`src/include/bcs_pkg.sv`:
```
// Package for the buffer channel select block
package bcs_pkg;
  localparam int ADDR_W = 8;
  localparam int DATA_W = 8;
  localparam logic [7:0] BUF_CTRL_ADDR = 8'h28;
  localparam logic [7:0] BUF_CTRL_RESET = 8'h00;
  localparam logic [7:0] TEMP_CFG_ADDR = 8'h3D;
  localparam logic [7:0] ADC_CTRL_ADDR = 8'h3C;
  localparam logic [7:0] STATUS_ADDR = 8'h2A;
  localparam logic [7:0] CFG_RESET = 8'h00;
  localparam int TEMP_EN_BIT = 0;
  localparam int ADC_EN_BIT = 0;
  localparam int CHAN_LSB = 3;
  localparam int CHAN_W = 4;
  localparam int MODE_LSB = 0;
  localparam int MODE_W = 2;
  localparam int SMPL_MSB_BIT = 2;
  localparam int DEPTH_W = 9;
  localparam logic [3:0] CODE_XYZ = 4'h0;
  localparam logic [3:0] CODE_X = 4'h1;
  localparam logic [3:0] CODE_Y = 4'h2;
  localparam logic [3:0] CODE_Z = 4'h3;
  localparam logic [3:0] CODE_XYZ_T = 4'h4;
  localparam logic [3:0] CODE_X_T = 4'h5;
  localparam logic [3:0] CODE_Y_T = 4'h6;
  localparam logic [3:0] CODE_Z_T = 4'h7;
  localparam logic [3:0] CODE_XYZ_A = 4'h8;
  localparam logic [3:0] CODE_X_A = 4'h9;
  localparam logic [3:0] CODE_Y_A = 4'hA;
  localparam logic [3:0] CODE_Z_A = 4'hB;
  localparam logic [4:0] CH_NONE = 5'h00;
endpackage

```
`src/rtl/bcs_buffer_channel_select.sv`:
```
// Buffer control register and channel selection for the sample buffer
`timescale 1ns/1ps
// Functional notes
// - Buffer control register at 0x28, resets to 0x00.
// - Code 0000 converts x, y and z; this is the default.
// - Code 0001 converts x axis only.
// - Code 0010 stores y axis only, never temperature or converter.
// - Code 0011 converts one axis; taken as z, needs confirmation.
// - Code 0100 converts all three axes plus temperature.
// - Codes 0101, 0110, 0111 select x, y, z plus temperature.
// - Code 1000 converts all three axes plus converter sample.
// - Code 1001 is x plus converter; 1011 is z plus converter.
// - Each selected channel is a separate entry; 2 sets of xyz is 6.
module bcs_buffer_channel_select #(
  parameter int DEPTH_WIDTH = bcs_pkg::DEPTH_W
) (
  input wire logic core_clk,
  input wire logic rst_b,
  input wire logic [bcs_pkg::ADDR_W-1:0] reg_addr,
  input wire logic [bcs_pkg::DATA_W-1:0] reg_wdata,
  input wire logic reg_wr,
  input wire logic reg_rd,
  input wire logic [7:0] sample_sets,
  output logic [bcs_pkg::DATA_W-1:0] reg_rdata,
  output logic [4:0] chan_sel,
  output logic [1:0] buf_mode,
  output logic [DEPTH_WIDTH+2:0] entry_target,
  output logic [2:0] entries_per_set,
  output logic code_bad
);
  import bcs_pkg::*;
  logic rst_meta_b;
  logic rst_sync_b;
  logic [7:0] ctrl_reg;
  logic [7:0] temp_cfg_reg;
  logic [7:0] adc_ctrl_reg;
  logic [4:0] sel_next;
  logic [2:0] per_next;
  logic bad_next;
  logic [DEPTH_WIDTH-1:0] depth;
  logic [CHAN_W-1:0] code_now;
  logic temp_on;
  logic adc_on;

  // Reset released through two flops
  always_ff @(posedge core_clk or negedge rst_b) begin
    if (!rst_b) begin
      rst_meta_b <= 1'b0;
      rst_sync_b <= 1'b0;
    end else begin
      rst_meta_b <= 1'b1;
      rst_sync_b <= rst_meta_b;
    end
  end

  always_ff @(posedge core_clk or negedge rst_sync_b) begin
    if (!rst_sync_b) begin
      ctrl_reg <= BUF_CTRL_RESET;
      temp_cfg_reg <= CFG_RESET;
      adc_ctrl_reg <= CFG_RESET;
    end else if (reg_wr) begin
      if (reg_addr == BUF_CTRL_ADDR) ctrl_reg <= reg_wdata;
      if (reg_addr == TEMP_CFG_ADDR) temp_cfg_reg <= reg_wdata;
      if (reg_addr == ADC_CTRL_ADDR) adc_ctrl_reg <= reg_wdata;
    end
  end

  // Field views shared by the decoder and the checks below
  assign code_now = ctrl_reg[CHAN_LSB +: CHAN_W];
  assign temp_on = temp_cfg_reg[TEMP_EN_BIT];
  assign adc_on = adc_ctrl_reg[ADC_EN_BIT];

  bcs_decode u_decode (
    .code(code_now),
    .temp_en(temp_on),
    .adc_en(adc_on),
    .chan_sel(sel_next),
    .per_set(per_next),
    .code_bad(bad_next)
  );

  // Sample-set depth: 8 low bits external, bit 8 from control
  assign depth = DEPTH_WIDTH'({ctrl_reg[SMPL_MSB_BIT], sample_sets});

  // Registered outputs; forbidden codes select nothing
  always_ff @(posedge core_clk or negedge rst_sync_b) begin
    if (!rst_sync_b) begin
      chan_sel <= CH_NONE;
      entries_per_set <= 3'h0;
      code_bad <= 1'b0;
      buf_mode <= 2'h0;
      entry_target <= '0;
    end else begin
      chan_sel <= sel_next;
      entries_per_set <= per_next;
      code_bad <= bad_next;
      buf_mode <= ctrl_reg[MODE_LSB +: MODE_W];
      // Operands widened first so 511 sets of four channels cannot wrap
      entry_target <= (DEPTH_WIDTH+3)'(depth) * (DEPTH_WIDTH+3)'(per_next);
    end
  end

  // Read data one cycle after the strobe, zero otherwise
  always_ff @(posedge core_clk or negedge rst_sync_b) begin
    if (!rst_sync_b) begin
      reg_rdata <= 8'h00;
    end else if (reg_rd) begin
      unique case (reg_addr)
        BUF_CTRL_ADDR: reg_rdata <= ctrl_reg;
        TEMP_CFG_ADDR: reg_rdata <= temp_cfg_reg;
        ADC_CTRL_ADDR: reg_rdata <= adc_ctrl_reg;
        STATUS_ADDR: reg_rdata <= {code_bad, entries_per_set, 4'(chan_sel[4:1])};
        default: reg_rdata <= 8'h00;
      endcase
    end else begin
      reg_rdata <= 8'h00;
    end
  end
endmodule // bcs_buffer_channel_select

```
`src/rtl/bcs_decode.sv`:
```
// Channel code decoder: axis, temperature and converter selects
`timescale 1ns/1ps
module bcs_decode (
  input wire logic [3:0] code,
  input wire logic temp_en,
  input wire logic adc_en,
  output logic [4:0] chan_sel,
  output logic [2:0] per_set,
  output logic code_bad
);
  import bcs_pkg::*;
  logic [2:0] axes;
  logic want_t;
  logic want_a;

  always_comb begin
    axes = 3'h0;
    want_t = 1'b0;
    want_a = 1'b0;
    code_bad = 1'b0;
    unique case (code)
      CODE_XYZ: axes = 3'h7;
      CODE_X: axes = 3'h1;
      CODE_Y: axes = 3'h2;
      CODE_Z: axes = 3'h4;
      CODE_XYZ_T: begin
        axes = 3'h7;
        want_t = 1'b1;
      end
      CODE_X_T, CODE_Y_T, CODE_Z_T: begin
        axes = 3'h1 << (code - CODE_X_T);
        want_t = 1'b1;
      end
      CODE_XYZ_A: begin
        axes = 3'h7;
        want_a = 1'b1;
      end
      CODE_X_A, CODE_Z_A: begin
        axes = (code == CODE_X_A) ? 3'h1 : 3'h4;
        want_a = 1'b1;
      end
      CODE_Y_A: begin
        axes = 3'h2;
        want_a = 1'b1;
      end
      default: code_bad = 1'b1; // Forbidden codes store nothing
    endcase
  end

  // Extra samples need their own enables, else only the axes are measured
  always_comb begin
    chan_sel = {want_a & adc_en, want_t & temp_en, axes};
    per_set = 3'(chan_sel[0]) + 3'(chan_sel[1]) + 3'(chan_sel[2])
      + 3'(chan_sel[3]) + 3'(chan_sel[4]);
  end
endmodule // bcs_decode
```
`config.mk`:
```
export PLATFORM = sky130hd
export DESIGN_NAME = bcs_buffer_channel_select
export DESIGN_NICKNAME = d
export VERILOG_FILES = /design/src/include/bcs_pkg.sv /design/src/rtl/bcs_buffer_channel_select.sv /design/src/rtl/bcs_decode.sv
export SDC_FILE = /design/constraint.sdc
export NUM_CORES = 1
export LEC_CHECK = 0
export ABC_AREA = 0
export BUFFER_PORTS_ARGS = -buffer_cell sky130_fd_sc_hd__buf_2
export CAP_MARGIN = 0
export CORE_MARGIN = 2
export CORE_UTILIZATION = 60
export CTS_CLUSTER_SIZE = 14
export DETAILED_ROUTE_END_ITERATION = 8
export PLACE_DENSITY_LB_ADDON = 0.05
export RECOVER_POWER = 100
export SKIP_CTS_REPAIR_TIMING = 1
export SLEW_MARGIN = 10
export SYNTH_ARGS = -nofsm -noshare
export SYNTH_HDL_FRONTEND = slang
export SYNTH_SLANG_ARGS = --single-unit
```
`constraint.sdc`:
```
create_clock -name core_clk -period 5.3 [get_ports core_clk]
set_clock_uncertainty 0.1 [all_clocks]
set_input_delay 0.53 -clock core_clk [delete_from_list [all_inputs] [get_ports core_clk]]
set_output_delay 0.53 -clock core_clk [all_outputs]
set_load 0.02 [all_outputs]
```
Word-level counts from Yosys, hierarchy flattened
Index checks and enable logic that the tools add are counted.
{"block": "classes", "addsub": 5, "mul": 1, "eq_ne": 15, "shifts": 1, "mux": 7, "bitwise_logic": 2, "reduce_logical": 11}
{"op": "8-bit by 6-bit == test with 1-bit output, second input constant", "n": 4}
{"op": "8-bit case mux with 4 select lines", "n": 1}
{"op": "3-bit case mux with 6 select lines", "n": 1}
{"op": "4-bit by 3-bit == test with 1-bit output, second input constant", "n": 4}
{"op": "4-bit == test, second input constant", "n": 4}
{"op": "9-bit by 3-bit multiplier with 12-bit output", "n": 1}
{"op": "12-bit OR reduction", "n": 1}
{"op": "3-bit by 1-bit adder with 3-bit output", "n": 3}
{"op": "4-bit by 2-bit == test with 1-bit output, second input constant", "n": 2}
{"op": "8-bit 2-to-1 mux", "n": 1}
{"op": "4-bit OR reduction", "n": 2}
{"op": "2-bit AND reduction", "n": 3}
{"op": "3-bit OR reduction", "n": 2}
{"op": "4-bit by 1-bit == test with 1-bit output, second input constant", "n": 1}
{"op": "4-bit zero test", "n": 1}
{"op": "2-bit OR reduction", "n": 2}
{"op": "1-bit by 4-bit << shifter with 3-bit output, first input constant", "n": 1}
{"op": "4-bit by 3-bit subtractor with 4-bit output, second input constant", "n": 1}
{"op": "1-bit 2-to-1 mux", "n": 3}
{"op": "3-bit 2-to-1 mux", "n": 1}
{"op": "1-bit by 1-bit adder with 2-bit output", "n": 1}
{"op": "1-bit bitwise AND", "n": 2}
{"block": "word_totals", "regBits": 57, "output_inout_bits": 31}

Depth between registers and ports, before layout
{"block": "logic_depth", "ltp_word": 8, "depth_mapped": 23, "depth_no_buf": 22}

Modules after synthesis
Synthesis repeated with hierarchy kept, for this count alone.
{"block": "hier_totals", "cells_unflattened": 268, "area_unflattened_um2": 3061.7}
{"mod": "bcs_buffer_channel_select", "n_inst": 1, "cells_each": 242, "area_each_um2": 2839.0, "seq_area_each_um2": 1426.4}
{"mod": "bcs_decode", "n_inst": 1, "cells_each": 26, "area_each_um2": 222.7, "seq_area_each_um2": 0.0}

Worst setup path before layout
Ideal clock, no wire load.
{"block": "synth_timing", "path_type": "register to register", "from": "reg ctrl_reg[3]", "to": "reg entry_target[10]", "t_arrival_ns": 4.853, "path_slack_ns": 0.216, "path_stages_with_launch": 21, "path_buffers": 2, "path_cell_list": "dfrtp_1 -> inv_1 -> ha_1 -> or3_1 -> nand4b_1 -> o22ai_1 -> ha_1 -> inv_1 -> fa_1 -> inv_1 -> ha_1 -> fa_1 -> clkbuf_1 -> nand2_1 -> fa_1 -> inv_1 -> ha_1 -> clkbuf_1 -> a211o_1 -> o21ai_0 -> or3b_1"}
{"block": "synth_via", "elab_chain_cells": 8, "elab_cells_between_ends": 31, "cone_classes": "add/sub (5); mul (1); eq/ne (11); shift (1); mux (4); bitwise (2); reduce/logical (7)"}
{"element": "from (decl)", "line": "bcs_buffer_channel_select.sv:34", "source": "logic [7:0] ctrl_reg;"}
{"element": "from (signal assigned)", "line": "bcs_buffer_channel_select.sv:62", "source": "if (reg_addr == BUF_CTRL_ADDR) ctrl_reg <= reg_wdata;"}
{"element": "4-bit by 3-bit subtractor with 4-bit output (tied with other cells)", "line": "bcs_decode.sv:31", "source": "axes = 3'h1 << (code - CODE_X_T);"}
{"element": "1-bit by 4-bit << shifter with 3-bit output (tied with other cells)", "line": "bcs_decode.sv:31"}
{"element": "3-bit case mux with 6 select lines *", "line": "bcs_decode.sv:21", "source": "unique case (code)"}
{"element": "named net sel_next[0]", "line": "bcs_buffer_channel_select.sv:37", "source": "logic [4:0] sel_next;"}
{"element": "1-bit by 1-bit adder with 2-bit output *", "line": "bcs_decode.sv:53", "source": "per_set = 3'(chan_sel[0]) + 3'(chan_sel[1]) + 3'(chan_sel[2])"}
{"element": "3-bit by 1-bit adder with 3-bit output *", "line": "bcs_decode.sv:53"}
{"element": "3-bit by 1-bit adder with 3-bit output * (2 in series)", "line": "bcs_decode.sv:54", "source": "+ 3'(chan_sel[3]) + 3'(chan_sel[4]);"}
{"element": "named net per_next[1]", "line": "bcs_buffer_channel_select.sv:38", "source": "logic [2:0] per_next;"}
{"element": "9-bit by 3-bit multiplier with 12-bit output *", "line": "bcs_buffer_channel_select.sv:99", "source": "entry_target <= (DEPTH_WIDTH+3)'(depth) * (DEPTH_WIDTH+3)'(per_next);"}
{"element": "to (signal assigned)", "line": "bcs_buffer_channel_select.sv:99"}
{"element": "to (decl)", "line": "bcs_buffer_channel_select.sv:27", "source": "output logic [DEPTH_WIDTH+2:0] entry_target,"}
The timed path passes the listed nets; every way through them passes the cells marked *.
A chain may end at the register's enable or synchronous reset.

Final worst setup path
Same ends and word-level chain as after synthesis.

==> summary.txt <==
Largest fanout on the critical path: 8
Register bit total from synthesis: 57
Lkg Pwr: 1.816 nW
Largest register by flop count: entry_target
Clock transition at path regs: 0.06 ns
Final Non-Filler Cells: 416
Filler cell count: 391
Final net count: 396
CTS tree: done
Pin count of the biggest net entering global routing: 56
Failing checks: max-capacitance violations, max-slew violations
Area of the mapped netlist: 0.003084 sq mm
PnR worst setup slack: 0.1948 ns
Placed Instances: 395
Clk root buf: clkbuf_8
Post-layout util: 0.7375
CTS sink count: 57
Clock buffer depth: 2
CP arrival: 5.22 ns
Average size of a mapped cell: 11.47 sq um
Max reg flops: 12
Final wirelength: 6.311 mm
PwrDens: 371.5 mW/mm^2
Startpoint type of the worst setup path: register
Fin crit share: 0.9632
Synth top area cells: dfrtp_1, mux2_2, ha_1
Fin area: 0.003719 sq mm
Initial core utilization: 0.6117
Via count: 2279
Vias in the first global route: 2198
Initial antenna violation count: 0
Io pins: 59
Global-route wire length before repair: 10.07 mm
Routability cong.: 0.9423
EDFF count, synth: 0
Worst Path Required: 5.41 ns
Violation count after the first detailed-route iteration: 191
Least-Margin Pin Slew: 2.866 ns
H-Tree Depth: 3
Die area: 0.005730 sq mm
Global-route usage over all layers: 0.2416
Clock latency on the worst-skew pair: 0.33 ns
Synth cell types: 48
Setup crit end kind: register
FMAX: 0.1959 GHz
Mapped Cells: 269
DRC: 0
Max-slew headroom: -0.9110
Register area share after synthesis: 0.4625
M1 WL: 2.772 mm
Core area: 0.005042 sq mm
Drt via density: 5.478
Die H: 75.70 um
Setup TNS: 0 ns
Fin. Hold Viols: 0
Worst setup slack after placement: 0.07723 ns
Syn-to-layout area delta: 20.57%
Die width: 75.70 um
Top Metal Used: met4
Top-area cell type share of the netlist area: 0.4625
Synth async-reset ratio: 1.000
Antenna Nets Post-Route: 0
Number of iterations in the first detailed-routing pass: 7
WHS: 0.2585 ns
Placed cell area: 0.003470 sq mm
Ant. Diodes: 0
Met2 routed WL: 3.090 mm
Dpl hpwl: 4.480 mm
Outcome: complete, but fails checks
Crit path time final: 5.105 ns
Worst hold-check path type: reg2reg
Fin. max-slew vios: 56
Kind of critical path: reg2reg
Total global routing overflow: 0
CTS buffer count: 9
Max cap viols: 1
DR WL/cell: 15.17 um
Top FF cell, synth: dfrtp_1
Layout cell share with drive strength beyond 1: 0.3035
IO Port Bufs: 58
Ys Warns: 0
Area leader, netlist: dfrtp_1
Mapped Nets: 324
Final Setup Violations: 0
# rows: 26
WL met3: 370 um
Peak VDD IR: 0.2559 mV
Setup slack, reg-to-reg: 0.19 ns
PnR Total Power: 1.382 mW
-- Yosys cell counts (2+ instances only) --
| cell | instances |
|---|---|
| a22oi_1 | 5 |
| and2_1 | 6 |
| mux2_2 | 29 |
| clkbuf_1 | 5 |
| fa_1 | 10 |
| dfrtp_1 | 57 |
| xnor2_1 | 5 |
| nor2b_1 | 2 |
| nand2_1 | 33 |
| a222oi_1 | 3 |
| or3_1 | 2 |
| a21oi_1 | 9 |
| o21a_1 | 4 |
| nor2_1 | 10 |
| inv_1 | 26 |
| ha_1 | 17 |
| a211oi_1 | 3 |
| nor3_1 | 2 |
| nand2b_1 | 2 |
| o21ai_0 | 8 |
| nand3_1 | 4 |
-- critical path, cell delays in order (launching register included) --
cell and delay (ns):
dfrtp_2 0.43, inv_2 0.09, ha_4 0.16, or3_1 0.35, nand4b_1 0.14, o22ai_2 0.12, ha_1 0.30, inv_1 0.04
fa_1 0.47, inv_1 0.04, ha_2 0.17, fa_2 0.58, buf_6 0.14, nand2_2 0.06, fa_1 0.50, inv_1 0.07
ha_4 0.25, nor2b_2 0.16, o31a_1 0.32, o21ai_1 0.14, or3b_1 0.34
-- power breakdown --
group / switching, mW / internal, mW / total, mW
sequential: 0.0234 / 0.494 / 0.518
combinational: 0.296 / 0.208 / 0.504
clock: 0.167 / 0.193 / 0.360
total: 0.486 / 0.895 / 1.38
-- placed cells by master, fill, tap and decap left out, types with 7 or more instances in the layout --
cell type  Yosys  layout
a21oi_1        9       9
buf_2          1      26
clkbuf_1       5      35
clkbuf_8       0      11
dfrtp_1       57      54
fa_1          10       8
ha_1          17      11
inv_1         26      23
mux2_2        29      29
nand2_1       33      31
nor2_1        10      10
o21ai_0        8       7
-- cell type report --
cell class | instances | area, sq um | area share
sequential | 57 | 1430 | 0.3846
multi-input combinational | 180 | 1609 | 0.4327
tap | 70 | 87.58 | 0.02355
clock buffer | 13 | 158.9 | 0.04273
timing repair buffer | 67 | 320.3 | 0.08614
clock inverter | 3 | 15.01 | 0.004038
inverter | 26 | 97.59 | 0.02624
-- logic make-up after synthesis --
| group | count (synthesis) | synth area share |
|---|---|---|
| simple gates | 74 | 0.1432 |
| flops | 57 | 0.4625 |
| compound gates | 44 | 0.09981 |
| buf+inv | 32 | 0.03935 |
| mux | 29 | 0.1059 |
| fa+ha+maj | 27 | 0.1339 |
| xor+xnor | 5 | 0.01420 |
| other cells | 1 | 0.001216 |
-- final timing paths --
check                                             start  cells past startpoint                         end
worst max-delay path            ctrl_reg[3]$_DFFE_PN0P_                     20  entry_target[10]$_DFF_PN0_
worst min-delay path               rst_meta_b$_DFF_PN0_                      0        rst_sync_b$_DFF_PN0_
worst max register to register  ctrl_reg[3]$_DFFE_PN0P_                     20  entry_target[10]$_DFF_PN0_
worst min register to register     rst_meta_b$_DFF_PN0_                      0        rst_sync_b$_DFF_PN0_
max in group asynchronous          rst_sync_b$_DFF_PN0_                      1     ctrl_reg[4]$_DFFE_PN0P_
min in group asynchronous                         rst_b                      2        rst_meta_b$_DFF_PN0_
-- routing by layer --
layer / GRT usage / vias up
met5: 0 / -
met2: 0.3981 / 66
met1: 0.3129 / 1120
li1: - / 1083
met3: 0.06217 / 10
met4: 0.08187 / 0
No activity file was read; power rests on OpenSTA's default activity.
